<file path="src/design/sar_seq_pkg.sv">
// Contract
// - A rising edge of the convert strobe ends acquisition and starts a conversion on the held sample.
// - Conversion first opens both ground switches, then moves the arrays from the inputs to ground.
// - The result is resolved over 16 halving weights, most significant first, down to the smallest step.
// - After the last decision the block returns to acquisition, presents the code and pulses done.
// - Stepping is paced by an internal conversion clock, never by the serial clock.
// - The code is 16-bit two's complement of the differential input.
// - An input above the span saturates at the maximum positive code.
// - An input below the negative limit saturates at the most negative code.
// - Conversions up to 500 kSPS are supported and the core powers down between them.
// - The result belongs to the sample of the same strobe, with no pipeline delay.
// - The interface mode is latched at the strobe edge: chained when the select input is low.
// - When selected, the result is shifted out on the serial output on serial clock edges.
package sar_seq_pkg;
  localparam int unsigned RES_BITS      = 16;
  localparam int unsigned CLK_HZ        = 100000000;
  localparam int unsigned MAX_RATE_SPS  = 500000;
  localparam int unsigned CYCLE_CNT     = CLK_HZ / MAX_RATE_SPS;
  localparam int unsigned STEP_DIV      = 4;
  localparam logic [15:0] CODE_POS_MAX  = 16'h7fff;
  localparam logic [15:0] CODE_NEG_MAX  = 16'h8000;
  localparam logic [15:0] CODE_RESET    = 16'h0000;
  localparam logic [15:0] TRIAL_FIRST   = 16'h8000;
  typedef enum logic [2:0] {ST_ACQ, ST_OPEN_SW, ST_GROUND, ST_TRIAL, ST_DONE} seq_state_t;
endpackage : sar_seq_pkg

</file>
<file path="src/design/sar_conversion_sequencer.sv">
`timescale 1ns/1ps
module sar_conversion_sequencer #(
  parameter int unsigned STEP_DIV = sar_seq_pkg::STEP_DIV
) (
  input  wire logic        i_sys_clk,
  input  wire logic        i_rstn,
  input  wire logic        i_convert_strobe,
  input  wire logic        i_chain_select_input,
  input  wire logic        i_serial_clk,
  input  wire logic        i_comp_positive,
  input  wire logic        i_over_range,
  input  wire logic        i_under_range,
  output logic             o_pos_array_ground_switch,
  output logic             o_neg_array_ground_switch,
  output logic             o_arrays_to_ground,
  output logic [15:0]      o_trial_code,
  output logic             o_powered_up,
  output logic             o_busy,
  output logic             o_done,
  output logic [15:0]      o_result,
  output logic             o_chain_mode,
  output logic             o_result_serial_out
);
  logic cnv_s;
  logic chn_s;
  logic sck_s;
  logic cnv_d_r;
  logic sck_d_r;

  // Pins from outside the clock domain pass two flip-flops first.
  sync2 u_sync_cnv (
    .i_sys_clk (i_sys_clk),
    .i_rstn    (i_rstn),
    .i_d       (i_convert_strobe),
    .o_q       (cnv_s)
  );

  sync2 u_sync_chn (
    .i_sys_clk (i_sys_clk),
    .i_rstn    (i_rstn),
    .i_d       (i_chain_select_input),
    .o_q       (chn_s)
  );

  sync2 u_sync_sck (
    .i_sys_clk (i_sys_clk),
    .i_rstn    (i_rstn),
    .i_d       (i_serial_clk),
    .o_q       (sck_s)
  );

  sar_seq_pkg::seq_state_t state_r;
  sar_seq_pkg::seq_state_t state_nxt;
  logic [15:0] code_r;
  logic [15:0] code_nxt;
  logic [15:0] mask_r;
  logic [15:0] mask_nxt;
  logic [7:0]  div_r;
  logic [15:0] shift_r;

  wire        cnv_rise    = cnv_s & ~cnv_d_r;
  wire        sck_fall    = sck_d_r & ~sck_s;
  wire        in_acq      = (state_r == sar_seq_pkg::ST_ACQ);
  wire        in_trial    = (state_r == sar_seq_pkg::ST_TRIAL);
  wire        take_strobe = cnv_rise & in_acq;
  wire        step_tick   = (div_r == 8'(STEP_DIV - 1));
  wire        last_bit    = mask_r[0];
  wire        sign_trial  = mask_r[15];
  // Two's complement trial: the sign bit carries inverted weight, so keep means negative side.
  wire        keep_bit    = sign_trial ? ~i_comp_positive : i_comp_positive;
  wire [15:0] trial_kept  = keep_bit ? code_r : (code_r & ~mask_r);
  wire [15:0] mask_down   = mask_r >> 1;
  wire [15:0] trial_next  = trial_kept | mask_down;
  // Saturation of out-of-span inputs.
  wire [15:0] final_code  = i_over_range  ? sar_seq_pkg::CODE_POS_MAX :
                            i_under_range ? sar_seq_pkg::CODE_NEG_MAX :
                            trial_next;

  always_comb begin
    state_nxt = state_r;
    code_nxt  = code_r;
    mask_nxt  = mask_r;
    case (state_r)
      sar_seq_pkg::ST_ACQ: begin
        if (take_strobe) begin
          state_nxt = sar_seq_pkg::ST_OPEN_SW;
        end
      end
      sar_seq_pkg::ST_OPEN_SW: begin
        state_nxt = sar_seq_pkg::ST_GROUND;
      end
      sar_seq_pkg::ST_GROUND: begin
        state_nxt = sar_seq_pkg::ST_TRIAL;
        mask_nxt  = sar_seq_pkg::TRIAL_FIRST;
        code_nxt  = sar_seq_pkg::TRIAL_FIRST;
      end
      sar_seq_pkg::ST_TRIAL: begin
        if (step_tick) begin
          code_nxt = trial_next;
          mask_nxt = mask_down;
          if (last_bit) begin
            state_nxt = sar_seq_pkg::ST_DONE;
          end
        end
      end
      sar_seq_pkg::ST_DONE: begin
        state_nxt = sar_seq_pkg::ST_ACQ;
      end
      default: begin
        state_nxt = sar_seq_pkg::ST_ACQ;
      end
    endcase
  end

  wire in_conv    = (state_nxt != sar_seq_pkg::ST_ACQ);
  wire ground_nxt = in_conv && (state_nxt != sar_seq_pkg::ST_OPEN_SW);
  wire finish     = in_trial && step_tick && last_bit;
  wire shift_en   = sck_fall && !o_busy;
  wire fill_bit   = o_chain_mode ? chn_s : 1'b0;

  always_ff @(posedge i_sys_clk) begin
    if (!i_rstn) begin
      state_r <= sar_seq_pkg::ST_ACQ;
      code_r  <= sar_seq_pkg::CODE_RESET;
      mask_r  <= 16'h0000;
    end else begin
      state_r <= state_nxt;
      code_r  <= code_nxt;
      mask_r  <= mask_nxt;
    end
  end

  // Delayed copies of the synchronised pins feed the edge detectors.
  always_ff @(posedge i_sys_clk) begin
    if (!i_rstn) begin
      cnv_d_r <= 1'b0;
      sck_d_r <= 1'b0;
    end else begin
      cnv_d_r <= cnv_s;
      sck_d_r <= sck_s;
    end
  end

  // Internal conversion clock divider, free of the serial clock.
  always_ff @(posedge i_sys_clk) begin
    if (!i_rstn || !in_trial || step_tick) begin
      div_r <= 8'h00;
    end else begin
      div_r <= div_r + 8'h01;
    end
  end

  // Ground switches stay closed in acquisition and open first on a conversion.
  always_ff @(posedge i_sys_clk) begin
    if (!i_rstn) begin
      o_pos_array_ground_switch <= 1'b1;
      o_neg_array_ground_switch <= 1'b1;
    end else begin
      o_pos_array_ground_switch <= ~in_conv;
      o_neg_array_ground_switch <= ~in_conv;
    end
  end

  // The arrays leave the inputs only once the switches are open.
  always_ff @(posedge i_sys_clk) begin
    if (!i_rstn) begin
      o_arrays_to_ground <= 1'b0;
    end else begin
      o_arrays_to_ground <= ground_nxt;
    end
  end

  // The core is powered, and reported busy, only while a conversion runs.
  always_ff @(posedge i_sys_clk) begin
    if (!i_rstn) begin
      o_powered_up <= 1'b0;
      o_busy       <= 1'b0;
    end else begin
      o_powered_up <= in_conv;
      o_busy       <= in_conv;
    end
  end

  always_ff @(posedge i_sys_clk) begin
    if (!i_rstn) begin
      o_trial_code <= sar_seq_pkg::CODE_RESET;
    end else begin
      o_trial_code <= code_nxt;
    end
  end

  always_ff @(posedge i_sys_clk) begin
    if (!i_rstn) begin
      o_done <= 1'b0;
    end else begin
      o_done <= finish;
    end
  end

  // The interface mode is taken only on a strobe accepted in acquisition.
  always_ff @(posedge i_sys_clk) begin
    if (!i_rstn) begin
      o_chain_mode <= 1'b0;
    end else if (take_strobe) begin
      o_chain_mode <= ~chn_s;
    end
  end

  always_ff @(posedge i_sys_clk) begin
    if (!i_rstn) begin
      o_result <= sar_seq_pkg::CODE_RESET;
    end else if (finish) begin
      o_result <= final_code;
    end
  end

  // The serial clock is ignored while busy, so it cannot disturb a conversion.
  always_ff @(posedge i_sys_clk) begin
    if (!i_rstn) begin
      shift_r             <= sar_seq_pkg::CODE_RESET;
      o_result_serial_out <= 1'b0;
    end else if (finish) begin
      shift_r             <= {final_code[14:0], 1'b0};
      o_result_serial_out <= final_code[15];
    end else if (shift_en) begin
      shift_r             <= {shift_r[14:0], fill_bit};
      o_result_serial_out <= shift_r[15];
    end
  end
endmodule : sar_conversion_sequencer

</file>
<file path="src/design/sync2.sv">
`timescale 1ns/1ps
module sync2 (
  input  wire logic i_sys_clk,
  input  wire logic i_rstn,
  input  wire logic i_d,
  output logic      o_q
);
  logic meta_r;
  always_ff @(posedge i_sys_clk) begin
    if (!i_rstn) begin
      meta_r <= 1'b0;
      o_q    <= 1'b0;
    end else begin
      meta_r <= i_d;
      o_q    <= meta_r;
    end
  end
endmodule : sync2

</file>
<file path="config.mk">
export PLATFORM = sky130hd
export DESIGN_NAME = sar_conversion_sequencer
export DESIGN_NICKNAME = d
export VERILOG_FILES = /design/src/design/sar_seq_pkg.sv /design/src/design/sar_conversion_sequencer.sv /design/src/design/sync2.sv
export SDC_FILE = /design/constraint.sdc
export NUM_CORES = 1
export LEC_CHECK = 0
export BUFFER_PORTS_ARGS = -buffer_cell sky130_fd_sc_hd__buf_2
export CAP_MARGIN = 10
export CELL_PAD_IN_SITES_DETAIL_PLACEMENT = 1
export CELL_PAD_IN_SITES_GLOBAL_PLACEMENT = 1
export CORE_UTILIZATION = 42
export DETAILED_ROUTE_END_ITERATION = 7
export GPL_ROUTABILITY_DRIVEN = 0
export PLACE_DENSITY_LB_ADDON = 0.1
export SYNTH_ARGS = -nofsm -noshare
export SYNTH_HDL_FRONTEND = slang
export SYNTH_SLANG_ARGS = --single-unit
</file>
<file path="constraint.sdc">
create_clock -name i_sys_clk -period 3.1 [get_ports i_sys_clk]
set_input_delay 0.31 -clock i_sys_clk [delete_from_list [all_inputs] [get_ports i_sys_clk]]
set_output_delay 0.31 -clock i_sys_clk [all_outputs]
set_load 0.01 [all_outputs]
</file>
Word-level counts from Yosys, hierarchy flattened
Index checks and enable logic that the tools add are counted.
{"block": "word_totals", "ff_bits": 89, "inputBits": 8}
{"block": "classes", "addsub": 1, "n_eq_ne": 6, "mux": 17, "bitwise": 12, "n_reduce_logical": 15}
{"cell": "2-to-1 mux 16 bit", "count": 7}
{"cell": "one-hot mux 16 bit (2 select lines)", "count": 2}
{"cell": "bitwise AND 16 bit", "count": 1}
{"cell": "inverter 16 bit", "count": 1}
{"cell": "bitwise OR 16 x 15 -> 16 bit", "count": 1}
{"cell": "one-hot mux 3 bit (4 select lines)", "count": 1}
{"cell": "2-to-1 mux 3 bit", "count": 3}
{"cell": "adder 8 x 1 -> 8 bit (second input constant)", "count": 1}
{"cell": "== test 8 x 2 -> 1 bit (second input constant)", "count": 1}
{"cell": "== test 3 x 2 -> 1 bit (second input constant)", "count": 2}
{"cell": "inverter 1 bit", "count": 6}
{"cell": "logical AND 1 bit", "count": 4}
{"cell": "2-to-1 mux 1 bit", "count": 4}
{"cell": "nonzero test 2 bit", "count": 2}
{"cell": "bitwise AND 1 bit", "count": 3}
{"cell": "== test 3 x 1 -> 1 bit (second input constant)", "count": 1}
{"cell": "logical NOT 1 bit", "count": 3}
{"cell": "logical NOT 3 bit", "count": 1}
{"cell": "inequality test 3 x 1 -> 1 bit (second input constant)", "count": 1}
{"cell": "nonzero test 3 bit", "count": 1}
{"cell": "logical OR 1 bit", "count": 2}
{"cell": "inequality test 2 x 1 -> 1 bit (second input constant)", "count": 1}
{"cell": "AND reduction 2 bit", "count": 1}
{"cell": "OR reduction 2 bit", "count": 1}

Depth between registers and ports, before layout
Gate-level depths: netlist (run 1).
{"block": "logic_depth", "depth_word": 7, "ltp_mapped": 7}

Hierarchy
Synthesis (run 1) repeated with hierarchy kept, for this count alone.
{"block": "hier_totals", "hier_cells": 350, "hier_area_um2": 3480.8}
{"module": "sar_conversion_sequencer", "n_inst": 1, "cells_each": 338, "area_each_um2": 3323.2}
{"module": "sync2", "n_inst": 3, "cells_each": 4, "area_each_um2": 52.6}

Worst setup path after synthesis (run 1)
No wires, ideal clock.
{"block": "synth_timing", "path_type": "register to register", "start": "register div_r[0]", "end": "register o_result_serial_out", "setup_ns": 0.116, "t_arrival_ns": 2.087, "slack_ns": 0.897, "stages_incl_launch_ff": 7, "period_less_slack_ns": 2.203, "path_cell_list": "dfxtp_1 > ha_1 > or4b_1 > or4_1 > buf_2 > clkbuf_1 > o211a_1"}
{"block": "synth_via", "elab_chain_len": 4}
{"item": "from (decl)", "line_no": "sar_conversion_sequencer.sv:58", "source": "logic [7:0] div_r;"}
{"item": "from (signal assigned)", "line_no": "sar_conversion_sequencer.sv:149", "source": "div_r <= div_r + 8'h01;"}
{"item": "== test 8 x 2 -> 1 bit (*)", "line_no": "sar_conversion_sequencer.sv:66", "source": "wire step_tick = (div_r == 8'(STEP_DIV - 1));"}
{"item": "logical AND 1 bit (*) (2 in a row)", "line_no": "sar_conversion_sequencer.sv:117", "source": "wire finish = in_trial && step_tick && last_bit;"}
{"item": "2-to-1 mux 1 bit or nonzero test 2 bit (tied branches)"}
{"item": "to (signal assigned)", "line_no": "sar_conversion_sequencer.sv:224", "source": "o_result_serial_out <= final_code[15];"}
{"item": "to (signal assigned)", "line_no": "sar_conversion_sequencer.sv:227", "source": "o_result_serial_out <= shift_r[15];"}
{"item": "to (decl)", "line_no": "sar_conversion_sequencer.sv:22", "source": "output logic o_result_serial_out"}
Mark *: on every way between the ends. The rest lies on a longest branch, timed or not.
A chain may end at the register's enable or synchronous reset.

Worst setup path after layout (run 1)
{"block": "layout_timing", "start": "register div_r[0]", "end": "register o_result[15]"}
{"block": "layout_via", "elab_chain_len": 3}
{"item": "== test 8 x 2 -> 1 bit", "line_no": "sar_conversion_sequencer.sv:66"}
{"item": "logical AND 1 bit (2 in a row)", "line_no": "sar_conversion_sequencer.sv:117"}
{"item": "to (signal assigned)", "line_no": "sar_conversion_sequencer.sv:211", "source": "o_result <= sar_seq_pkg::CODE_RESET;"}
{"item": "to (signal assigned)", "line_no": "sar_conversion_sequencer.sv:213", "source": "o_result <= final_code;"}
{"item": "to (decl)", "line_no": "sar_conversion_sequencer.sv:20", "source": "output logic [15:0] o_result,"}
No other way between the ends.

==> impl_metrics.env, run 1 <==
export IMPL_chipHeight_um=92.94
export IMPL_slew_viol_final=0
export IMPL_critPathLaunchType="register"
export IMPL_syn_area_per_cell_um2=9.896
export IMPL_design_area_um2=4043
export IMPL_track_usage_pct=19.95
export IMPL_routed_wl_um=8095
export IMPL_syn_cell_area_um2=3473
export IMPL_cts_sinks=89
export IMPL_post_cts_buffers=0
export IMPL_hp_start="i_chain_select_input"
export IMPL_whs_path_depth=2
export IMPL_cellPowerDensity_nw_per_um2=536.1
export IMPL_drtIter0Drc=86
export IMPL_combPwrFrac_pct=3.4
export IMPL_ant_nets=0
export IMPL_utilization_pct=51.51
export IMPL_cts_hold_buf=0
export IMPL_finalHoldViolCount=0
export IMPL_dp_hpwl_um=5478
export IMPL_setup_tns_ns=0
export IMPL_diodes=0
export IMPL_rsz0062_at_grt="no"
export IMPL_grt_pass1_vias=2600
export IMPL_core_area_um2=7848
export IMPL_p_int_w=0.001709
export IMPL_grt_overflow=0
export IMPL_start_util_pct=44.26
export IMPL_peakVddDrop_uv=198.1
export IMPL_cts_repair_resized=0
export IMPL_critPathRequiredTime_ns=3.38
export IMPL_path_max_fanout=19
export IMPL_timing_rr_start="div_r[0]"
export IMPL_synth_seq_area_share_pct=51.30
export IMPL_wl_met2_um=3706
export IMPL_slowest_delay_ns=0.55
export IMPL_reg2reg_depth=6
export IMPL_path_cells="ha_1, or4b_1, or4_1, buf_4, or3_1, a21oi_1"
export IMPL_p_sw_share_pct=21.14
export IMPL_nNetsFinal=402
export IMPL_fillCellCount=908
export IMPL_fmax_ghz=0.4100
export IMPL_worstMarginPinSlew_ns=0.6498
export IMPL_cts_inserted_buffers=9
export IMPL_clk_pin_slew_ns=0.08
export IMPL_clockRootBuffer="clkbuf_8"
export IMPL_crit_path_top_delay_cell="or4_1"
export IMPL_drv_cap=0
export IMPL_skew_ns=0.007310
export IMPL_die_w_um=92.94
export IMPL_post_route_min_period_ns=2.439
export IMPL_status="finished, final reports clean"
export IMPL_clock_latency_ns=0.35
export IMPL_power_leakage_nw=1.930
export IMPL_route_met3_wl_um=238
export IMPL_multiInputGateArea_um2=1590
export IMPL_clockBufferDepth=2
export IMPL_met1Wirelength_um=4037
export IMPL_wl_per_cell_um=16.22
export IMPL_layout_drive_gt1_share_pct=18.39
export IMPL_finalCritPeriodShare_pct=78.68
export IMPL_final_common_cell="dfxtp_1"
export IMPL_grt_pass1_wl_um=13190
export IMPL_slew_headroom_pct=56.68
export IMPL_setup_viol=0
export IMPL_yosys_warnings=0
export IMPL_cts_tree="yes"
export IMPL_port_buffers=47
export IMPL_regArea_um2=1782
export IMPL_r2r_end="o_result[15]"
export IMPL_placement_rows=32
export IMPL_crit_path_end_kind="register"
export IMPL_dieArea_um2=8638
export IMPL_syn2layout_area_growth_pct=16.39
export IMPL_dr_pass1_iters=4
export IMPL_hp_class="in -> reg"
export IMPL_place_area_um2=3810
export IMPL_netSwitchingPower_w=0.0004582
export IMPL_syn_num_nets=360
export IMPL_p_seq_share_pct=53.6
export IMPL_drc=0
export IMPL_hold_end="u_sync_chn.meta_r"
export IMPL_synth_distinct_cells=38
export IMPL_via_per_inst=5.523
export IMPL_pin_count=48
export IMPL_clkPwrFrac_pct=43.0
export IMPL_grt_antenna_before_repair=0
export IMPL_ys_seq_elements=89
export IMPL_h_tree_depth=3
export IMPL_synthCells=351
export IMPL_rrSetupSlack_ns=0.66
export IMPL_num_vias=2756
export IMPL_grt_max_degree=44
export IMPL_most_common_layout_cells="dfxtp_1, buf_2, nand2_1"
export IMPL_highest_layer="met4"
export IMPL_worstPathArrival_ns=2.72
export IMPL_crit_type="reg -> reg"
## synthesized netlist by cell type
library cell,instances,area [um2]
ha_1,1,12.51
buf_1,1,3.750
nor2b_1,2,12.51
o21a_1,1,7.510
nor3b_1,1,7.510
nand4_1,1,6.260
a21oi_1,8,40.04
o21ai_0,3,15.01
o211a_1,16,160.2
and3_1,17,106.4
a32o_1,15,150.1
or4_1,1,7.510
a31oi_1,1,6.260
and2_1,9,56.30
nor4b_1,1,8.760
clkbuf_1,19,71.32
and3b_1,14,122.6
dfxtp_1,89,1782
inv_1,4,15.01
a22o_1,15,131.4
or4b_1,1,10.01
and4_1,1,8.760
nand4b_1,1,8.760
buf_4,2,15.01
or3_1,3,18.77
nand2b_1,5,31.28
o31ai_1,14,105.1
nor4_1,1,6.260
nor3_1,5,25.02
a311oi_1,1,8.760
mux2i_1,16,160.2
or2_2,1,6.260
xor2_1,3,26.28
nand2_1,34,127.6
xnor2_1,4,35.03
nand3_1,4,20.02
buf_2,2,10.01
nor2_1,34,127.6
## worst max-delay path, delay by kind of cell (launching register included)
family	cells	cell delay (ns)
flip-flops	1	0.35
AND/OR/NAND/NOR	3	1.45
buffers and inverters	1	0.21
AO/OA/AOI/OAI	1	0.14
adder cells (fa/ha/maj)	1	0.22
## layout make-up
type	count	share of cell area (%)
Clock buffer	10	3.157
Clock inverter	5	2.600
Inverter	4	0.3714
Multi-Input combinational cell	234	39.34
Sequential cell	89	44.07
Tap cell	102	3.157
Timing Repair Buffer	55	7.304
## worst max path at each step
stage | startpoint | to | cells after the start
2_1_floorplan | div_r[0] | o_result_serial_out | 6
3_3_place_gp | div_r[0] | o_result[15] | 6
3_5_place_dp | div_r[0] | o_result[15] | 6
4_1_cts | div_r[0] | o_result[15] | 6
5_1_grt | div_r[0] | o_result[15] | 6
6_report | div_r[0] | o_result[15] | 6
## cell families (layout without fill, tap and decap cells)
family	after synthesis	count (layout)	share of synthesized area, %
adder cells (fa/ha/maj)	1	1	0.3602
AO/OA/AOI/OAI	74	74	17.98
XOR/XNOR	7	7	1.765
multiplexers	16	16	4.611
buffers and inverters	28	74	3.314
flip-flops	89	89	51.30
AND/OR/NAND/NOR	136	136	20.68
## stage by stage
| stage | cells | total power [W] | hold WS [ns] | setup slack [ns] |
|---|---|---|---|---|
| after floorplan | 351 | 0.001235 | 0.4119 | 0.8966 |
| after global placement | 484 | 0.001261 | 0.4151 | 0.7398 |
| after detailed placement | 484 | 0.001263 | 0.4262 | 0.6975 |
| after CTS | 499 | 0.002196 | 0.1386 | 0.6682 |
| after global routing | 499 | 0.002249 | 0.1480 | 0.5513 |
| final | 499 | 0.002167 | 0.1572 | 0.6609 |
## registers in the layout, indices dropped and copies added, names as in the netlist, 3 cells and up
name	cells
o_trial_code	16
shift_r	16
o_result	16
mask_r	16
div_r	8
state_r	3
## power by group through the flow
stage                     Combinational [W]  Clock, W  Sequential [W]
after floorplan                   0.0000465         0         0.00119
after CTS                         0.0000751  0.000959         0.00116
after global routing              0.0000826   0.00100         0.00116
after detailed placement          0.0000745         0         0.00119
final                             0.0000743  0.000931         0.00116
after global placement            0.0000730         0         0.00119
## layer usage
layer | global-route usage (%) | up-vias
li1 | - | 1347
met1 | 27.48 | 1353
met2 | 30.15 | 45
met3 | 4.516 | 11
met4 | 7.821 | 0
met5 | 0 | -
(Power assumes the default switching activity.)
==> run 2: changes to the inputs <==
clock period = 2.4 ns   (was 3.1 ns; I/O delays follow)
==> run 2 against run 1 <==
Against the previous run:
- routed wire length fell by 0.52%
- first-iteration DRC count is 19% higher
- via count shrank 0.87%
- setup slack worse by 0.51 ns
- cell count grew 0.20%
- maximum frequency rose by 8.5%
- clock skew rose by 0.0015 ns
- utilization fell by 0.27 points
- die area stayed put
- critical path type unchanged
- critical endpoint unchanged
==> impl_metrics.env, run 2 (synthesis results as in run 1) <==
export IMPL_post_cts_buffers=0
export IMPL_dieArea_um2=8638
export IMPL_dr_pass1_iters=4
export IMPL_track_usage_pct=20.22
export IMPL_finalCritPeriodShare_pct=93.70
export IMPL_syn2layout_area_growth_pct=15.78
export IMPL_fmax_ghz=0.4447
export IMPL_num_vias=2732
export IMPL_crit_path_top_delay_cell="or4_1"
export IMPL_diodes=0
export IMPL_nNetsFinal=402
export IMPL_clock_latency_ns=0.35
export IMPL_critPathLaunchType="register"
export IMPL_multiInputGateArea_um2=1590
export IMPL_crit_path_end_kind="register"
export IMPL_cts_sinks=89
export IMPL_finalHoldViolCount=0
export IMPL_chipHeight_um=92.94
export IMPL_rsz0062_at_grt="no"
export IMPL_power_leakage_nw=1.922
export IMPL_path_max_fanout=4
export IMPL_dp_hpwl_um=5499
export IMPL_clockRootBuffer="clkbuf_8"
export IMPL_layout_drive_gt1_share_pct=18.34
export IMPL_post_route_min_period_ns=2.249
export IMPL_grt_pass1_vias=2700
export IMPL_cts_tree="yes"
export IMPL_path_cells="ha_1, or4b_1, or4_1, or3_1, a21oi_1"
export IMPL_drv_cap=0
export IMPL_regArea_um2=1782
export IMPL_slew_headroom_pct=26.00
export IMPL_h_tree_depth=3
export IMPL_drc=0
export IMPL_cts_inserted_buffers=9
export IMPL_setup_tns_ns=0
export IMPL_design_area_um2=4021
export IMPL_clk_pin_slew_ns=0.09
export IMPL_routed_wl_um=8053
export IMPL_status="finished, final reports clean"
export IMPL_cts_hold_buf=0
export IMPL_slew_viol_final=0
export IMPL_port_buffers=47
export IMPL_worstMarginPinSlew_ns=1.106
export IMPL_start_util_pct=44.26
export IMPL_ant_nets=0
export IMPL_hp_class="in -> reg"
export IMPL_setup_viol=0
export IMPL_pin_count=48
export IMPL_slowest_delay_ns=0.57
export IMPL_placement_rows=32
export IMPL_grt_pass1_wl_um=13520
export IMPL_worstPathArrival_ns=2.52
export IMPL_critPathRequiredTime_ns=2.68
export IMPL_grt_max_degree=43
export IMPL_cts_repair_resized=0
export IMPL_most_common_layout_cells="dfxtp_1, buf_2, nand2_1"
export IMPL_grt_antenna_before_repair=0
export IMPL_wl_per_cell_um=16.11
export IMPL_crit_type="reg -> reg"
export IMPL_fillCellCount=937
export IMPL_grt_overflow=0
export IMPL_die_w_um=92.94
export IMPL_via_per_inst=5.464
export IMPL_core_area_um2=7848
export IMPL_clockBufferDepth=2
export IMPL_place_area_um2=3810
export IMPL_drtIter0Drc=102
export IMPL_peakVddDrop_uv=285.7
export IMPL_final_common_cell="dfxtp_1"
export IMPL_skew_ns=0.008819
export IMPL_cellPowerDensity_nw_per_um2=671.2
## run 2: changes by cell type in the layout (fill, tap and decap cells not counted), sizes merged
cell    change
clkbuf      +1
clkinv      +1
bufinv      -1
## run 2: critical path, delay by kind of cell, from the launching register on
kind | cells | cell delay, ns
AO/OA/AOI/OAI | 1 | 0.15
flip-flops | 1 | 0.36
AND/OR/NAND/NOR | 3 | 1.46
adder cells (fa/ha/maj) | 1 | 0.22
## run 2: routing by layer
metal  vias to the layer above  wire length, um  GRT usage [%]
met3                         9              262          3.366
met4                         0              106          7.308
met5                         -                0              0
li1                       1346                -              -
met1                      1336             4061          27.99
met2                        41             3623          31.62
## run 2: area by class of cell
| cell class | instances | area share [%] |
|---|---|---|
| Timing Repair Buffer | 55 | 7.343 |
| Inverter | 4 | 0.3734 |
| Multi-Input combinational cell | 234 | 39.55 |
| Clock buffer | 11 | 3.267 |
| Tap cell | 102 | 3.174 |
| Clock inverter | 5 | 1.991 |
| Sequential cell | 89 | 44.31 |
## run 2: where the power goes
| group | internal, W | total [W] | switching, W |
|---|---|---|---|
| Clock | 0.000586 | 0.00110 | 0.000519 |
| Combinational | 0.0000289 | 0.0000941 | 0.0000652 |
| Sequential | 0.00149 | 0.00150 | 0.0000107 |
## run 2: path summary, 6_finish.rpt
kind                                        start                end  slack [ns]  cells past startpoint
worst min register to register  u_sync_cnv.meta_r     u_sync_cnv.o_q        0.45                      1
worst min-delay path                 i_serial_clk  u_sync_sck.meta_r        0.09                      2
worst max register to register           div_r[0]       o_result[15]        0.15                      5
worst max-delay path                     div_r[0]       o_result[15]        0.15                      5
## run 2: metrics by stage
stage | instances | hold WS [ns] | util [%] | total power [W] | setup WS [ns]
final | 500 | 0.09385 | 51.24 | 0.002699 | 0.1513
after global routing | 500 | 0.08072 | 51.24 | 0.002805 | 0.07938
after CTS | 500 | 0.07847 | 51.24 | 0.002732 | 0.1432
after detailed placement | 484 | 0.4344 | 48.55 | 0.001630 | 0.1661
after global placement | 484 | 0.4156 | 48.55 | 0.001626 | 0.2389
after floorplan | 351 | 0.3673 | - | 0.001595 | 0.1966
==> run 3: changes to the inputs <==
CORE_UTILIZATION = 44   (was 42)
==> run 3 against run 2 <==
Against the previous run:
- sequential share of layout area decreased by 0.096 points
- via count increased by 1.1%
- sequential cell count unchanged
- global-route usage increased by 1.3 points
- sequential power about the same
- first-iteration DRC count decreased by 2.0%
- maximum frequency decreased by 0.14%
- combinational power increased by 1%
- total power decreased by 2.0%
- critical endpoint unchanged
==> impl_metrics.env, run 3 (synthesis results as in run 1) <==
export IMPL_post_cts_buffers=0
export IMPL_syn2layout_area_growth_pct=16.03
export IMPL_fin_ws_ns=0.1482
export IMPL_grt_pass1_vias=2755
export IMPL_grt_antenna_before_repair=0
export IMPL_cts_inserted_buffers=9
export IMPL_slew_headroom_pct=26.14
export IMPL_die_w_um=90.85
export IMPL_clock_latency_ns=0.36
export IMPL_p_int_w=0.002031
export IMPL_fmax_ghz=0.4441
export IMPL_clk_pin_slew_ns=0.09
export IMPL_power_leakage_nw=1.931
export IMPL_drc=0
export IMPL_worstMarginPinSlew_ns=1.104
export IMPL_cts_repair_resized=0
export IMPL_fillCellCount=910
export IMPL_path_cells="ha_1, or4b_1, or4_1, or3_1, a21oi_1"
export IMPL_clockBufferDepth=2
export IMPL_critPathLaunchType="register"
export IMPL_whs_path_depth=2
export IMPL_crit_path_end_kind="register"
export IMPL_rrSetupSlack_ns=0.15
export IMPL_crit_type="reg -> reg"
export IMPL_finalHoldViolCount=0
export IMPL_path_max_fanout=4
export IMPL_rsz0062_at_grt="no"
export IMPL_wl_per_cell_um=16.69
export IMPL_via_per_inst=5.500
export IMPL_post_route_min_period_ns=2.252
export IMPL_cts_tree="yes"
export IMPL_finalCritPeriodShare_pct=93.83
export IMPL_clockRootBuffer="clkbuf_8"
export IMPL_cts_sinks=89
export IMPL_most_common_layout_cells="dfxtp_1, buf_2, nand2_1"
export IMPL_nNetsFinal=404
export IMPL_preCtsSetupSlack_ns=0.1686
export IMPL_routed_wl_um=8376
export IMPL_dp_hpwl_um=5831
export IMPL_crit_path_top_delay_cell="or4_1"
export IMPL_final_common_cell="dfxtp_1"
export IMPL_cts_hold_buf=0
export IMPL_dieArea_um2=8253
export IMPL_skew_ns=0.009823
export IMPL_status="finished, final reports clean"
export IMPL_port_buffers=47
export IMPL_num_vias=2761
export IMPL_h_tree_depth=3
export IMPL_grt_overflow=0
export IMPL_clkPwrFrac_pct=39.7
export IMPL_peakVddDrop_uv=306.4
export IMPL_setup_tns_ns=0
export IMPL_regArea_um2=1782
export IMPL_hp_start="i_chain_select_input"
export IMPL_track_usage_pct=21.54
export IMPL_netSwitchingPower_w=0.0006141
export IMPL_diodes=0
export IMPL_hp_class="in -> reg"
export IMPL_hold_end="u_sync_chn.meta_r"
export IMPL_grt_pass1_wl_um=13940
export IMPL_whs_ns=0.08318
export IMPL_combPwrFrac_pct=3.6
export IMPL_grt_max_degree=43
export IMPL_placement_rows=32
export IMPL_multiInputGateArea_um2=1590
export IMPL_critPathRequiredTime_ns=2.69
export IMPL_r2r_end="o_result[15]"
export IMPL_slowest_delay_ns=0.57
export IMPL_core_area_um2=7687
export IMPL_cellPowerDensity_nw_per_um2=656.3
export IMPL_drtIter0Drc=100
export IMPL_layout_drive_gt1_share_pct=19.25
export IMPL_chipHeight_um=90.85
export IMPL_p_seq_share_pct=56.7
export IMPL_worstPathArrival_ns=2.55
export IMPL_setup_viol=0
export IMPL_start_util_pct=45.18
export IMPL_slew_viol_final=0
export IMPL_reg2reg_depth=5
export IMPL_drv_cap=0
export IMPL_dr_pass1_iters=4
export IMPL_p_sw_share_pct=23.22
export IMPL_timing_rr_start="div_r[0]"
export IMPL_ant_nets=0
export IMPL_pin_count=48
run 3: how the worst max path moves through the flow:
stage | start | end | slack, ns | cells after the start
after floorplan | div_r[0] | o_result_serial_out | 0.20 | 6
after global placement | div_r[0] | o_result_serial_out | 0.24 | 5
after detailed placement | div_r[0] | o_result[15] | 0.17 | 5
after CTS | div_r[0] | o_result[15] | 0.15 | 5
after global routing | div_r[0] | o_result[15] | 0.03 | 5
final | div_r[0] | o_result[15] | 0.15 | 5
run 3: area by class of cell:
type	instances	share of cell area, %
multi-input cells	234	39.46
well taps	102	3.167
inverters	4	0.3726
flip-flops and latches	89	44.21
clock buffers	10	3.415
repair buffers	57	7.699
clock inverters	6	1.676
run 3: power by group through the flow:
| stage | registers [W] | logic (W) | clock network (W) |
|---|---|---|---|
| floorplan | 0.00154 | 0.0000600 | 0 |
| global placement | 0.00153 | 0.0000927 | 0 |
| detailed placement | 0.00154 | 0.0000957 | 0 |
| CTS | 0.00150 | 0.0000962 | 0.00107 |
| global route | 0.00150 | 0.000105 | 0.00113 |
| finish | 0.00150 | 0.0000954 | 0.00105 |
run 3: through the flow:
stage                     cells  instance area (um2)  power [W]  util, %
final                       502                 4030   0.002645    52.43
after global placement      486                 3825   0.001627    49.76
after global routing        502                 4030   0.002741    52.43
after detailed placement    486                 3825   0.001631    49.76
after floorplan             351                 3473   0.001595        -
after CTS                   502                 4030   0.002672    52.43
run 3: worst max-delay path, delay by kind of cell, from the launching register on:
kind	cells	cell delay, ns
AO/OA/AOI/OAI	1	0.14
adder cells (fa/ha/maj)	1	0.22
flip-flops	1	0.35
AND/OR/NAND/NOR	3	1.48
run 3: routing by layer:
metal	vias to the layer above	GRT usage (%)	wire length, um
li1	1354	-	-
met1	1359	28.72	4217
met2	37	34.97	3843
met3	11	4.125	196
met4	0	7.143	118
met5	-	0	0
